<file path="src/pfi_map.svh">
// Offsets, field positions, levels and codes of the 64b/66b fabric interface
`ifndef PFI_MAP_SVH
`define PFI_MAP_SVH
// FIFO geometry and thresholds
`define PFI_FIFO_AW 3
`define PFI_FIFO_DEPTH 4'h8
`define PFI_AEMPTY_LVL 4'h2
`define PFI_AFULL_LVL 4'h6
// Flag vector bit positions
`define PFI_FL_AEMPTY 0
`define PFI_FL_AFULL 1
`define PFI_FL_UNDER 2
`define PFI_FL_OVER 3
// Block codes
`define PFI_HDR_DATA 2'h1
`define PFI_HDR_CTRL 2'h2
`define PFI_IDLE_BYTE 8'h07
`define PFI_IDLE_CTRL 8'hFF
`define PFI_HALF_BOTH 2'h3
`define PFI_SCR_RESET 58'h3FF_FFFF_FFFF_FFFF
// Register byte offsets
`define PFI_REG_CTRL 12'h000
`define PFI_REG_STAT 12'h004
`define PFI_REG_IRQ_STAT 12'h008
`define PFI_REG_IRQ_MASK 12'h00C
// Control register fields
`define PFI_CTRL_ENC_BYP 0
`define PFI_CTRL_DEC_BYP 1
// Interrupt status bits
`define PFI_IRQ_W 6
`define PFI_IRQ_TX_UNF 0
`define PFI_IRQ_TX_OVF 1
`define PFI_IRQ_RX_UNF 2
`define PFI_IRQ_RX_OVF 3
`define PFI_IRQ_RX_ADD 4
`define PFI_IRQ_RX_DEL 5
`endif

</file>
<file path="src/pfi_pkg.sv">
// Types shared by the 64b/66b fabric interface
package pfi_pkg;
  // Payload word with its per-byte control flags
  typedef struct packed {
    logic [7:0] ctrl;
    logic [63:0] data;
  } pfi_word_t;
  // 66-bit block: sync header and payload
  typedef struct packed {
    logic [1:0] hdr;
    logic [63:0] payload;
  } pfi_blk_t;
endpackage : pfi_pkg

</file>
<file path="src/pfi_fabric_if.sv">
// 64b/66b PCS fabric interface: TX/RX FIFOs, encode, scramble, decode, APB registers
`timescale 1ns/100ps
`include "pfi_map.svh"

module pfi_fabric_if (
  // Clock and reset
  input wire logic pclk,
  input wire logic presetn,
  // APB slave
  input wire logic [11:0] paddr,
  input wire logic psel,
  input wire logic penable,
  input wire logic pwrite,
  input wire logic [31:0] pwdata,
  output logic [31:0] prdata,
  output logic pready,
  output logic pslverr,
  output logic irq,
  // User transmit side
  input wire logic [63:0] tx_payload_word,
  input wire logic [7:0] tx_control,
  input wire logic tx_fifo_wr,
  input wire logic tx_frcpkt,
  output logic [3:0] tx_fifo_status,
  // Transmit gearbox side
  output pfi_pkg::pfi_blk_t gb_tx_block,
  output logic gb_tx_valid,
  input wire logic gb_tx_ready,
  // Receive line side (after gearbox and sync)
  input wire pfi_pkg::pfi_blk_t ln_rx_block,
  input wire logic ln_rx_valid,
  // User receive side
  input wire logic rx_read,
  output logic [63:0] rx_payload_word,
  output logic [7:0] rx_control,
  output logic rx_data_valid,
  output logic [1:0] rx_fifo_add,
  output logic [1:0] rx_fifo_del,
  output logic [3:0] rx_fifo_status
);

  // Encoder: all-data words get the data header, others a control header
  function automatic pfi_pkg::pfi_blk_t pfi_encode(input pfi_pkg::pfi_word_t w);
    pfi_pkg::pfi_blk_t b;
    b.hdr = (w.ctrl == 8'h00) ? `PFI_HDR_DATA : `PFI_HDR_CTRL;
    b.payload = (w.ctrl == 8'h00) ? w.data : {w.data[63:8], w.ctrl};
    return b;
  endfunction : pfi_encode

  // Self-synchronous scrambler x^58 + x^39 + 1, returns {next state, data}
  function automatic logic [121:0] pfi_scramble(input logic [57:0] st, input logic [63:0] din);
    logic [57:0] s;
    logic [63:0] q;
    s = st;
    q = 64'h0;
    for (int i = 0; i < 64; i++) begin
      q[i] = din[i] ^ s[38] ^ s[57];
      s = {s[56:0], q[i]};
    end
    return {s, q};
  endfunction : pfi_scramble

  // A half word is an idle when its four bytes are idle characters
  function automatic logic pfi_idle_half(input logic [31:0] d, input logic [3:0] c);
    return (c == 4'hF) && (d == {4{`PFI_IDLE_BYTE}});
  endfunction : pfi_idle_half

  // Registers
  logic enc_byp_r;
  logic dec_byp_r;
  logic [`PFI_IRQ_W-1:0] irq_st_r;
  logic [`PFI_IRQ_W-1:0] irq_mask_r;
  logic [57:0] scr_r;
  // TX FIFO
  pfi_pkg::pfi_word_t tx_mem [`PFI_FIFO_DEPTH];
  logic [`PFI_FIFO_AW-1:0] tx_wp_r;
  logic [`PFI_FIFO_AW-1:0] tx_rp_r;
  logic [3:0] tx_cnt_r;
  // RX FIFO
  pfi_pkg::pfi_word_t rx_mem [`PFI_FIFO_DEPTH];
  logic [`PFI_FIFO_AW-1:0] rx_wp_r;
  logic [`PFI_FIFO_AW-1:0] rx_rp_r;
  logic [3:0] rx_cnt_r;
  // Output registers
  pfi_pkg::pfi_blk_t gb_blk_r;
  logic gb_valid_r;
  pfi_pkg::pfi_word_t rx_out_r;
  logic rx_valid_r;
  logic [1:0] rx_add_r;
  logic [1:0] rx_del_r;

  // APB decode
  wire apb_wr = psel && penable && pwrite;
  wire hit_ctrl = (paddr == `PFI_REG_CTRL);
  wire hit_stat = (paddr == `PFI_REG_STAT);
  wire hit_ist = (paddr == `PFI_REG_IRQ_STAT);
  wire hit_imask = (paddr == `PFI_REG_IRQ_MASK);
  wire unmapped = !(hit_ctrl || hit_stat || hit_ist || hit_imask);
  wire [31:0] stat_word = {16'h0, rx_cnt_r, tx_cnt_r, rx_fifo_status, tx_fifo_status};

  // TX FIFO control
  wire tx_full = (tx_cnt_r == `PFI_FIFO_DEPTH);
  wire tx_empty = (tx_cnt_r == 4'h0);
  wire tx_push = tx_fifo_wr && !tx_full;
  wire tx_pop = gb_tx_ready && !tx_frcpkt && !tx_empty;
  wire tx_ovf_ev = tx_fifo_wr && tx_full;
  wire tx_unf_ev = gb_tx_ready && !tx_frcpkt && tx_empty;
  wire pfi_pkg::pfi_word_t tx_head = tx_mem[tx_rp_r];
  wire pfi_pkg::pfi_word_t tx_in = '{ctrl: tx_control, data: tx_payload_word};

  // TX block selection
  wire pfi_pkg::pfi_blk_t tx_enc = pfi_encode(tx_head);
  wire [121:0] tx_scr = pfi_scramble(scr_r, tx_enc.payload);
  wire pfi_pkg::pfi_blk_t tx_raw = '{hdr: tx_head.ctrl[1:0], payload: tx_head.data};
  wire pfi_pkg::pfi_blk_t tx_frc = '{hdr: tx_control[1:0], payload: tx_payload_word};
  wire pfi_pkg::pfi_blk_t tx_cooked = '{hdr: tx_enc.hdr, payload: tx_scr[63:0]};
  wire pfi_pkg::pfi_blk_t tx_blk_nxt = tx_frcpkt ? tx_frc : (enc_byp_r ? tx_raw : tx_cooked);
  wire gb_valid_nxt = tx_frcpkt || tx_pop;
  wire scr_step = tx_pop && !enc_byp_r;

  // RX decode
  wire [7:0] rx_dec_ctrl = (ln_rx_block.hdr == `PFI_HDR_DATA) ? 8'h00 : `PFI_IDLE_CTRL;
  wire pfi_pkg::pfi_word_t rx_in = dec_byp_r ?
      pfi_pkg::pfi_word_t'{ctrl: {6'h00, ln_rx_block.hdr}, data: ln_rx_block.payload} :
      pfi_pkg::pfi_word_t'{ctrl: rx_dec_ctrl, data: ln_rx_block.payload};
  wire [1:0] rx_idle = {pfi_idle_half(rx_in.data[63:32], rx_in.ctrl[7:4]),
                        pfi_idle_half(rx_in.data[31:0], rx_in.ctrl[3:0])};

  // RX FIFO control with rate compensation
  wire rx_full = (rx_cnt_r == `PFI_FIFO_DEPTH);
  wire rx_empty = (rx_cnt_r == 4'h0);
  wire rx_del_ev = ln_rx_valid && !dec_byp_r && (rx_cnt_r >= `PFI_AFULL_LVL) &&
                   (rx_idle == `PFI_HALF_BOTH);
  wire rx_push = ln_rx_valid && !rx_full && !rx_del_ev;
  wire rx_ovf_ev = ln_rx_valid && rx_full && !rx_del_ev;
  wire rx_pop = rx_read && !rx_empty;
  wire rx_add_ev = rx_read && rx_empty && !dec_byp_r;
  wire rx_unf_ev = rx_read && rx_empty && dec_byp_r;
  wire pfi_pkg::pfi_word_t rx_idle_word = '{ctrl: `PFI_IDLE_CTRL, data: {8{`PFI_IDLE_BYTE}}};

  // Interrupt events; set wins over a write-one clear
  wire [`PFI_IRQ_W-1:0] irq_ev = {rx_del_ev, rx_add_ev, rx_ovf_ev, rx_unf_ev, tx_ovf_ev, tx_unf_ev};
  wire [`PFI_IRQ_W-1:0] irq_clr = (apb_wr && hit_ist) ? pwdata[`PFI_IRQ_W-1:0] : '0;
  wire [`PFI_IRQ_W-1:0] irq_st_nxt = (irq_st_r & ~irq_clr) | irq_ev;

  // Control register and interrupt state
  always_ff @(posedge pclk or negedge presetn) begin
    if (!presetn) begin
      enc_byp_r <= 1'b0;
      dec_byp_r <= 1'b0;
      irq_mask_r <= '0;
      irq_st_r <= '0;
    end else begin
      if (apb_wr && hit_ctrl) begin
        enc_byp_r <= pwdata[`PFI_CTRL_ENC_BYP];
        dec_byp_r <= pwdata[`PFI_CTRL_DEC_BYP];
      end
      if (apb_wr && hit_imask) begin
        irq_mask_r <= pwdata[`PFI_IRQ_W-1:0];
      end
      irq_st_r <= irq_st_nxt;
    end
  end

  // TX FIFO storage
  always_ff @(posedge pclk) begin
    if (tx_push) begin
      tx_mem[tx_wp_r] <= tx_in;
    end
  end

  // TX pointers, scrambler state and gearbox output
  always_ff @(posedge pclk or negedge presetn) begin
    if (!presetn) begin
      tx_wp_r <= '0;
      tx_rp_r <= '0;
      tx_cnt_r <= 4'h0;
      scr_r <= `PFI_SCR_RESET;
      gb_blk_r <= '0;
      gb_valid_r <= 1'b0;
    end else begin
      tx_wp_r <= tx_wp_r + {2'h0, tx_push};
      tx_rp_r <= tx_rp_r + {2'h0, tx_pop};
      tx_cnt_r <= tx_cnt_r + {3'h0, tx_push} - {3'h0, tx_pop};
      if (scr_step) begin
        scr_r <= tx_scr[121:64];
      end
      gb_blk_r <= tx_blk_nxt;
      gb_valid_r <= gb_valid_nxt;
    end
  end

  // RX FIFO storage
  always_ff @(posedge pclk) begin
    if (rx_push) begin
      rx_mem[rx_wp_r] <= rx_in;
    end
  end

  // RX pointers and user-side outputs
  always_ff @(posedge pclk or negedge presetn) begin
    if (!presetn) begin
      rx_wp_r <= '0;
      rx_rp_r <= '0;
      rx_cnt_r <= 4'h0;
      rx_out_r <= '0;
      rx_valid_r <= 1'b0;
      rx_add_r <= 2'h0;
      rx_del_r <= 2'h0;
    end else begin
      rx_wp_r <= rx_wp_r + {2'h0, rx_push};
      rx_rp_r <= rx_rp_r + {2'h0, rx_pop};
      rx_cnt_r <= rx_cnt_r + {3'h0, rx_push} - {3'h0, rx_pop};
      if (rx_pop) begin
        rx_out_r <= rx_mem[rx_rp_r];
      end else if (rx_add_ev) begin
        rx_out_r <= rx_idle_word;
      end
      rx_valid_r <= rx_pop || rx_add_ev;
      rx_add_r <= rx_add_ev ? `PFI_HALF_BOTH : 2'h0;
      rx_del_r <= rx_del_ev ? rx_idle : 2'h0;
    end
  end

  // Output drive
  assign gb_tx_block = gb_blk_r;
  assign gb_tx_valid = gb_valid_r;
  assign rx_payload_word = rx_out_r.data;
  assign rx_control = rx_out_r.ctrl;
  assign rx_data_valid = rx_valid_r;
  assign rx_fifo_add = rx_add_r;
  assign rx_fifo_del = rx_del_r;
  // FIFO flag vectors
  assign tx_fifo_status = {irq_st_r[`PFI_IRQ_TX_OVF], irq_st_r[`PFI_IRQ_TX_UNF],
                           tx_cnt_r >= `PFI_AFULL_LVL, tx_cnt_r <= `PFI_AEMPTY_LVL};
  assign rx_fifo_status = {irq_st_r[`PFI_IRQ_RX_OVF], irq_st_r[`PFI_IRQ_RX_UNF],
                           rx_cnt_r >= `PFI_AFULL_LVL, rx_cnt_r <= `PFI_AEMPTY_LVL};
  assign irq = |(irq_st_r & irq_mask_r);
  // APB answer, zero wait states
  assign pready = 1'b1;
  assign pslverr = psel && penable && unmapped;
  assign prdata = hit_ctrl ? {30'h0, dec_byp_r, enc_byp_r} :
                  hit_stat ? stat_word :
                  hit_ist ? {26'h0, irq_st_r} :
                  hit_imask ? {26'h0, irq_mask_r} : 32'h0;

  // Checks
  tx_force_pass_a: assert property (@(posedge pclk) disable iff (!presetn)
    tx_frcpkt |=> gb_tx_valid && gb_tx_block == $past(tx_frc))
    else $error("forced block not passed to gearbox");
  tx_raw_hdr_a: assert property (@(posedge pclk) disable iff (!presetn)
    tx_pop && enc_byp_r |=> gb_tx_block.hdr == $past(tx_head.ctrl[1:0]))
    else $error("bypass header not taken from flags 1:0");
  tx_enc_hdr_a: assert property (@(posedge pclk) disable iff (!presetn)
    tx_pop && !enc_byp_r |=> gb_tx_valid && gb_tx_block.hdr ==
      (($past(tx_head.ctrl) == 8'h00) ? `PFI_HDR_DATA : `PFI_HDR_CTRL))
    else $error("encoded header wrong");
  tx_fifo_store_a: assert property (@(posedge pclk) disable iff (!presetn)
    tx_fifo_wr && !tx_full && !tx_pop |=> tx_cnt_r == $past(tx_cnt_r) + 4'h1)
    else $error("tx write not stored");
  tx_ovf_flag_a: assert property (@(posedge pclk) disable iff (!presetn)
    tx_fifo_wr && tx_full |=> tx_fifo_status[`PFI_FL_OVER] && tx_fifo_status[`PFI_FL_AFULL])
    else $error("tx overflow not flagged");
  rx_hdr_byp_a: assert property (@(posedge pclk) disable iff (!presetn)
    rx_push && dec_byp_r |=> rx_mem[$past(rx_wp_r)].ctrl == {6'h00, $past(ln_rx_block.hdr)})
    else $error("rx bypass header misplaced");
  rx_valid_pop_a: assert property (@(posedge pclk) disable iff (!presetn)
    rx_read && !rx_empty |=> rx_data_valid && rx_fifo_add == 2'h0)
    else $error("rx valid missing after pop");
  rx_no_valid_a: assert property (@(posedge pclk) disable iff (!presetn)
    rx_read && rx_empty && dec_byp_r |=> !rx_data_valid ##1 rx_fifo_status[`PFI_FL_UNDER])
    else $error("rx valid with no word");
  rx_add_flag_a: assert property (@(posedge pclk) disable iff (!presetn)
    rx_add_ev |=> rx_data_valid && rx_fifo_add == `PFI_HALF_BOTH && rx_control == `PFI_IDLE_CTRL)
    else $error("rx insertion not flagged");
  rx_del_flag_a: assert property (@(posedge pclk) disable iff (!presetn)
    rx_del_ev |=> rx_fifo_del == `PFI_HALF_BOTH && rx_cnt_r <= $past(rx_cnt_r))
    else $error("rx deletion not flagged");
  irq_level_a: assert property (@(posedge pclk) disable iff (!presetn)
    tx_ovf_ev && irq_mask_r[`PFI_IRQ_TX_OVF] |=> irq)
    else $error("masked-in event gave no interrupt");

  // Forcing holds the FIFO still when nothing is written
  tx_frc_hold_a: assert property (@(posedge pclk) disable iff (!presetn)
    tx_frcpkt && !tx_fifo_wr |=> tx_cnt_r == $past(tx_cnt_r))
    else $error("fifo moved while forcing");

  // Bypass payload passes unchanged
  tx_byp_data_a: assert property (@(posedge pclk) disable iff (!presetn)
    tx_pop && enc_byp_r |=> gb_tx_block.payload == $past(tx_head.data))
    else $error("bypass payload altered");

  // Stored word keeps its lane flags
  tx_lane_store_a: assert property (@(posedge pclk) disable iff (!presetn)
    tx_push |=> tx_mem[$past(tx_wp_r)] == $past({tx_control, tx_payload_word}))
    else $error("tx word or flags not stored");

  // Pull on an empty TX FIFO flags underflow and sends no block
  tx_unf_flag_a: assert property (@(posedge pclk) disable iff (!presetn)
    tx_unf_ev |=> tx_fifo_status[`PFI_FL_UNDER] && !gb_tx_valid)
    else $error("tx underflow not flagged");

  // Write to a full RX FIFO flags overflow
  rx_ovf_flag_a: assert property (@(posedge pclk) disable iff (!presetn)
    ln_rx_valid && rx_full && !rx_del_ev |=> rx_fifo_status[`PFI_FL_OVER])
    else $error("rx overflow not flagged");

  // Bypass words leave flags 7:2 clear at the output
  rx_byp_out_a: assert property (@(posedge pclk) disable iff (!presetn)
    rx_pop && dec_byp_r |=> rx_control[7:2] == 6'h00)
    else $error("rx bypass upper flags set");

  // A deleted word is not stored
  rx_del_skip_a: assert property (@(posedge pclk) disable iff (!presetn)
    rx_del_ev && !rx_pop |=> rx_cnt_r == $past(rx_cnt_r))
    else $error("deleted word was stored");

  // Output word holds and valid stays low between pops
  rx_word_hold_a: assert property (@(posedge pclk) disable iff (!presetn)
    !rx_pop && !rx_add_ev |=> $stable(rx_payload_word) && !rx_data_valid)
    else $error("rx word changed without pop");

  // Write-one clear of a quiet status bit
  irq_clear_a: assert property (@(posedge pclk) disable iff (!presetn)
    apb_wr && hit_ist && irq_ev == '0 |=> (irq_st_r & $past(pwdata[`PFI_IRQ_W-1:0])) == '0)
    else $error("status bit not cleared");

  forced_seen_c: cover property (@(posedge pclk) disable iff (!presetn) tx_frcpkt ##1 gb_tx_valid);
  tx_fill_c: cover property (@(posedge pclk) disable iff (!presetn) tx_full ##1 tx_fifo_wr);
  rx_insert_c: cover property (@(posedge pclk) disable iff (!presetn) rx_add_ev);
  rx_delete_c: cover property (@(posedge pclk) disable iff (!presetn) rx_del_ev);
  rx_over_c: cover property (@(posedge pclk) disable iff (!presetn) rx_ovf_ev);

endmodule : pfi_fabric_if

</file>
<file path="config.mk">
export PLATFORM = sky130hd
export DESIGN_NAME = pfi_fabric_if
export DESIGN_NICKNAME = d
export VERILOG_FILES = /design/src/pfi_pkg.sv /design/src/pfi_fabric_if.sv
export VERILOG_INCLUDE_DIRS = /design/src
export SDC_FILE = /design/constraint.sdc
export NUM_CORES = 1
export LEC_CHECK = 0
export ABC_AREA = 1
export BUFFER_PORTS_ARGS = -buffer_cell sky130_fd_sc_hd__buf_2
export CAP_MARGIN = 20
export CORE_ASPECT_RATIO = 0.5
export CORE_MARGIN = 2
export CORE_UTILIZATION = 30
export DETAILED_ROUTE_END_ITERATION = 12
export GPL_TIMING_DRIVEN = 0
export PLACE_DENSITY = 0.5
export RECOVER_POWER = 25
export SLEW_MARGIN = 5
export SYNTH_ARGS = -nofsm -noshare
export SYNTH_HDL_FRONTEND = slang
export SYNTH_SLANG_ARGS = --single-unit
</file>
<file path="constraint.sdc">
create_clock -name pclk -period 9.4 [get_ports pclk]
set_input_delay 0.47 -clock pclk [delete_from_list [all_inputs] [get_ports pclk]]
set_output_delay 0.47 -clock pclk [all_outputs]
set_load 0.02 [all_outputs]
</file>
### Yosys cells after proc, flatten, opt, wreduce, memory -nomap -nowiden

Memories as Yosys holds them, arrays and structs flattened.
Index checks and enable logic that the tools add are counted.

* bits in registers: 236
* memory bits (writable): 1152
* output and inout port bits: 187
* logic and storage cells: 240
* memories kept: 2

Memories
* rx_mem: depth 8, width 72, rd ports 1, clocked after memory_dff 0, write ports 1, RTL line pfi_fabric_if.sv:80 `` pfi_pkg::pfi_word_t rx_mem [`PFI_FIFO_DEPTH]; ``
* tx_mem: depth 8, width 72, rd ports 1, clocked after memory_dff 0, write ports 1, RTL line pfi_fabric_if.sv:75 `` pfi_pkg::pfi_word_t tx_mem [`PFI_FIFO_DEPTH]; ``

* add/subtract/negate cells: 8
* order comparisons: 4
* equal/unequal tests: 11
* muxes and demuxes: 19
* bitwise gates (word level): 132
* reductions and logical operators: 45

Operator list (count)
* 2-to-1 mux 72 bit: 3
* 2-to-1 mux 66 bit: 2
* XOR 1 bit: 128
* equality test 32 x 27 -> 1 bit (second input constant): 2
* 2-to-1 mux 16 bit: 2
* logical AND 1 bit: 25
* equality test 12 x 4 -> 1 bit (second input constant): 2
* 2-to-1 mux 6 bit: 3
* equality test 4 bit (second input constant): 4
* 2-to-1 mux 8 bit: 2
* adder 3 x 1 -> 3 bit: 4
* AND 6 bit: 2
* equality test 12 x 3 -> 1 bit (second input constant): 1
* zero test 12 bit: 1
* zero test 1 bit: 9
* adder 4 x 1 -> 4 bit: 2
* >= comparator 4 x 3 -> 1 bit (second input constant): 2
* less-or-equal comparator 4 x 2 -> 1 bit (second input constant): 2
* zero test 4 bit: 2
* zero test 8 bit: 1
* subtractor 4 x 1 -> 4 bit: 2
* 2-to-1 mux 2 bit: 3
* NOT 6 bit: 1
* OR 6 bit: 1
* other kinds (6): 13

### Logic depth before layout (Yosys ltp)

* word-level depth: 11
* depth in mapped cells: 19

### Least setup slack after synthesis

OpenSTA, ideal clock, no wires.

* path kind: reg-to-reg
* start point: register rx_cnt_r[1]
* end point: memory rx_mem[0][0] in the netlist's numbering, enable pin
* library setup time: 493 ps
* arrival: 4381 ps
* path slack: 4526 ps
* stages on the path, launching flop included: 9
* path buffers: 0
* period minus slack after synthesis: 4874 ps
* cell sequence: dfrtp_1 -> ha_1 -> nand2_1 -> nand3_1 -> nand3_1 -> nor4_1 -> nand4_1 -> nand3_1 -> nor2_1

* longest elaborated chain between the ends: 7

RTL lines
* start, declared: RTL line pfi_fabric_if.sv:83 `logic [3:0] rx_cnt_r;`
* start signal, assigned: RTL line pfi_fabric_if.sv:213 `rx_cnt_r <= rx_cnt_r + {3'h0, rx_push} - {3'h0, rx_pop};`
* >= comparator 4 x 3 -> 1 bit (no source line)
* named net rx_fifo_status[1]: RTL line pfi_fabric_if.sv:39 `output logic [3:0] rx_fifo_status`
* logical AND 1 bit (2 in a row): RTL line pfi_fabric_if.sv:132 `` wire rx_del_ev = ln_rx_valid && !dec_byp_r && (rx_cnt_r >= `PFI_AFULL_LVL) && ``
* zero test 1 bit: RTL line pfi_fabric_if.sv:134 `wire rx_push = ln_rx_valid && !rx_full && !rx_del_ev;`
* logical AND 1 bit: RTL line pfi_fabric_if.sv:134
* 2-to-1 mux 1 bit: RTL line pfi_fabric_if.sv:195 `if (rx_push) begin`
* 2-to-1 mux 1 bit (implied by the code): RTL line pfi_fabric_if.sv:196 `rx_mem[rx_wp_r] <= rx_in;`
* end, declared: RTL line pfi_fabric_if.sv:80

The timed path passes the listed nets, and every way through them passes these cells.

### Final worst setup path

* start point: register rx_cnt_r[1]
* end point: register rx_cnt_r[2]

* longest elaborated chain between the ends: 7

RTL lines (RTL line)
* >= comparator 4 x 3 -> 1 bit (no source line)
* logical AND 1 bit (2 in a row): pfi_fabric_if.sv:132
* zero test 1 bit: pfi_fabric_if.sv:134
* logical AND 1 bit: pfi_fabric_if.sv:134
* adder 4 x 1 -> 4 bit: pfi_fabric_if.sv:213
* subtractor 4 x 1 -> 4 bit (*): pfi_fabric_if.sv:213

Every way passes the cells marked *; elsewhere a longest branch is shown, timed or not.
A chain may end at the register's enable or synchronous reset.

==> results.toml <==
[outcome]
outcome = "complete, no violations"

[sta]
holdWs_ps = 81.5
timing.final.crit_period_ps = 4770
slew_violations = 0
fin_worst_skew_ps = 43.3
hold_viol_final = 0
setup_viol = 0
rsz0062_at_grt = "no"
worst_pin_slew_ps = 1170
timing.setup.tns_ps = 0
max_freq_ghz = 0.210
relSlewSlack = 0.222
min_period_over_period = 0.507

[critical_path]
end_kind = "flop"
cp.required_ps = 10080
rr_startpoint = "rx_cnt_r[1]"
rrSetupSlack_ps = 4630
start_kind = "flop"
rr_worst_depth = 13
r2r-end = "rx_cnt_r[2]"
path_class = "reg2reg"
crit_arrival_ps = 5440
crit_fanout = 10

[die]
die_h_um = 306
io_pins = 379
coreArea_um2 = 180000
die_area_um2 = 185000
num_rows = 110
start_util = 0.303
die_x_um = 607

[power]
share_comb_of_total_power = 0.414
power_frac_clock = 0.233
swShare = 0.422
p_seq_frac = 0.354
peakVddDrop_mv = 0.122
power_density_nw_per_um2 = 354
power.switching_uw = 9860
internal_power_uw = 13500
p_leak_uw = 0.0238

[clock_tree]
cts_root_buffer = "clkbuf_16"
cts_tree = "yes"
insertion_delay_ps = 810
clockBufferDepth = 4
post_cts_resize_count = 0
clkSinkCount = 1342
clk_pin_slew_ps = 60
h-tree-depth = 4
numCtsBuffers = 140

[yosys]
synth_edf_count = 1112
syn-cell-area_um2 = 54600
yosysUniqueCellTypes = 44
synth_async_sr_flop_share = 0.171
yosysSeqAreaShare = 0.719
synth_ff_type = "edfxtp_1"
yosysWarnings = 0
synth.avg_cell_area_um2 = 12.3
netlist_instances = 4449
synth-seq-cells = 1342

[detailed_routing]
vias = 38800
drtIter0Drc = 4522
wl_per_cell_um = 25.4
ant_nets = 0
viasPerCell = 5.10
routed_wl_um = 193000
drtPass1Iterations = 6
drc = 0

[place]
gp_congestion = 0.936
port_buffers = 334
dp.final_hpwl_um = 135000

[cells_and_area]
area_growth_pct = 20.9
drive_gt1_frac = 0.131
layout_commonest_cell = "edfxtp_1"
final_cell_mix = "edfxtp_1 (1112), nand2_1 (686), o21ai_0 (521), nor2_1 (491), clkbuf_1 (309)"
fin_util = 0.366
nets = 5325

[global_routing]
grt_pass1_vias = 38100
grt.overflow.total = 0
track_usage = 0.205
antenna_found_initial = 12
grt_max_degree = 93
grt_first_pass_wirelength_um = 274000

[hold_path]
worstHoldEndpoint = "irq_st_r[3]"
hp-start = "ln_rx_valid"
hp-class = "in2reg"
hold_depth = 3

[flow_run]
cap_viol_max_count = 0
[layout make-up]
class                   instances  area [µm²]
diodes                          3        7.51
plain buffers                 301        1440
clock buffers                 189        3860
clock inverters                57         487
fillers                     17500      114000
inverters                     188         711
multi-input cells            2633       13400
flip-flops and latches       1342       39200
well taps                    2408        3010
repair buffers                500        3880
[worst max-delay path, cell delays in order, from the launching register on]
cell and delay, ps:
dfrtp_1 510, ha_1 200, nand2_1 50, nand3_1 440
nand3_1 160, nor4_1 620, nand4_1 590, nand3_1 880
ha_1 370, inv_1 60, ha_1 160, inv_1 60
fa_1 400, xnor2_1 140
[power groups by stage]
stage                     clock [µW]  sequential [µW]  combinational [µW]
after floorplan                    0             8670                4950
after global placement             0             8550                9230
after detailed placement           0             8380                9590
after CTS                       5510             8270                9670
after global routing            5760             8360               10400
final                           5430             8260                9660
[cells in the mapped netlist, types with 5 or more instances]
| cell type | n | area share |
|---|---|---|
| edfxtp_1 | 1112 | 0.61 |
| nand2_1 | 686 | 0.047 |
| o21ai_0 | 521 | 0.048 |
| nor2_1 | 507 | 0.035 |
| a21oi_1 | 184 | 0.017 |
| inv_1 | 181 | 0.012 |
| clkbuf_1 | 175 | 0.012 |
| dfrtp_1 | 172 | 0.079 |
| nand3_1 | 156 | 0.014 |
| o22ai_1 | 85 | 0.0097 |
| o221ai_1 | 77 | 0.012 |
| o21ai_1 | 62 | 0.0057 |
| dfstp_2 | 58 | 0.028 |
| xor2_1 | 56 | 0.0090 |
| a221oi_1 | 55 | 0.0088 |
| buf_2 | 55 | 0.0050 |
| o211ai_1 | 54 | 0.0074 |
| xnor2_1 | 44 | 0.0071 |
| buf_4 | 39 | 0.0054 |
| o32ai_1 | 27 | 0.0043 |
| ha_1 | 25 | 0.0057 |
| nand4_1 | 24 | 0.0028 |
| buf_1 | 18 | 0.0012 |
| buf_6 | 12 | 0.0025 |
| nor3_1 | 11 | 0.0010 |
| nand3b_1 | 10 | 0.0014 |
| nor4_1 | 10 | 0.0011 |
| a22o_1 | 5 | 0.00080 |
| inv_2 | 5 | 0.00034 |
[metal layers]
layer | global-route usage | share of wire | vias to the layer above | wire, µm
li1 | - | - | 17300 | -
met1 | 0.262 | 0.40 | 19600 | 77700
met2 | 0.352 | 0.50 | 1558 | 95800
met3 | 0.0305 | 0.066 | 331 | 12700
met4 | 0.0716 | 0.037 | 4 | 7100
met5 | 0 | 0.00013 | - | 25
[timing repair]
item	4_1_cts	5_1_grt
setup buffers	0	0
hold buffers	112	0
hold endpoints to repair	911	0
[cell families (layout without fill, tap and decap cells)]
kind of cell               count (synthesis)  count (layout)  share of synthesized area
AOI/OAI and AO/OA                       1075            1075                      0.115
and+or+nand+nor                         1412            1412                      0.104
other                                      2              20                   0.000138
adders and majority gates                 27              27                    0.00647
buffers and inverters                    489            1235                     0.0394
xor gates and xnor gates                 102             102                     0.0166
DFF                                     1342            1342                      0.719
[registers in the layout, summed over array words and instances (netlist names), 4 cells and up]
signal / count
tx_mem: 576
rx_mem: 536
gb_tx_block: 66
rx_payload_word: 64
scr_r: 58
irq_mask_r: 6
irq_st_r: 6
rx_cnt_r: 4
tx_cnt_r: 4
[worst max-delay path by stage]
stage	from	endpoint	cells past startpoint
after floorplan	rx_cnt_r[1]	rx_mem[0][0]	8
after CTS	rx_cnt_r[1]	rx_cnt_r[2]	13
after global routing	rx_cnt_r[1]	rx_cnt_r[2]	13
final	rx_cnt_r[1]	rx_cnt_r[2]	13
after global placement	rx_cnt_r[1]	rx_mem[7][12]	8
after detailed placement	ln_rx_block[52]	rx_cnt_r[2]	12
[through the flow]
stage | area, µm² | cells | worst slack [ps] | total power (µW)
detailed placement | 60600 | 7260 | 4390 | 18000
global placement | 59300 | 7206 | 158 | 17800
global route | 66000 | 7620 | 4340 | 24500
finish | 66000 | 7621 | 4630 | 23400
CTS | 66100 | 7618 | 4460 | 23400
floorplan | 54600 | 4464 | 4530 | 13600
No activity file was read; power rests on OpenSTA's default activity.
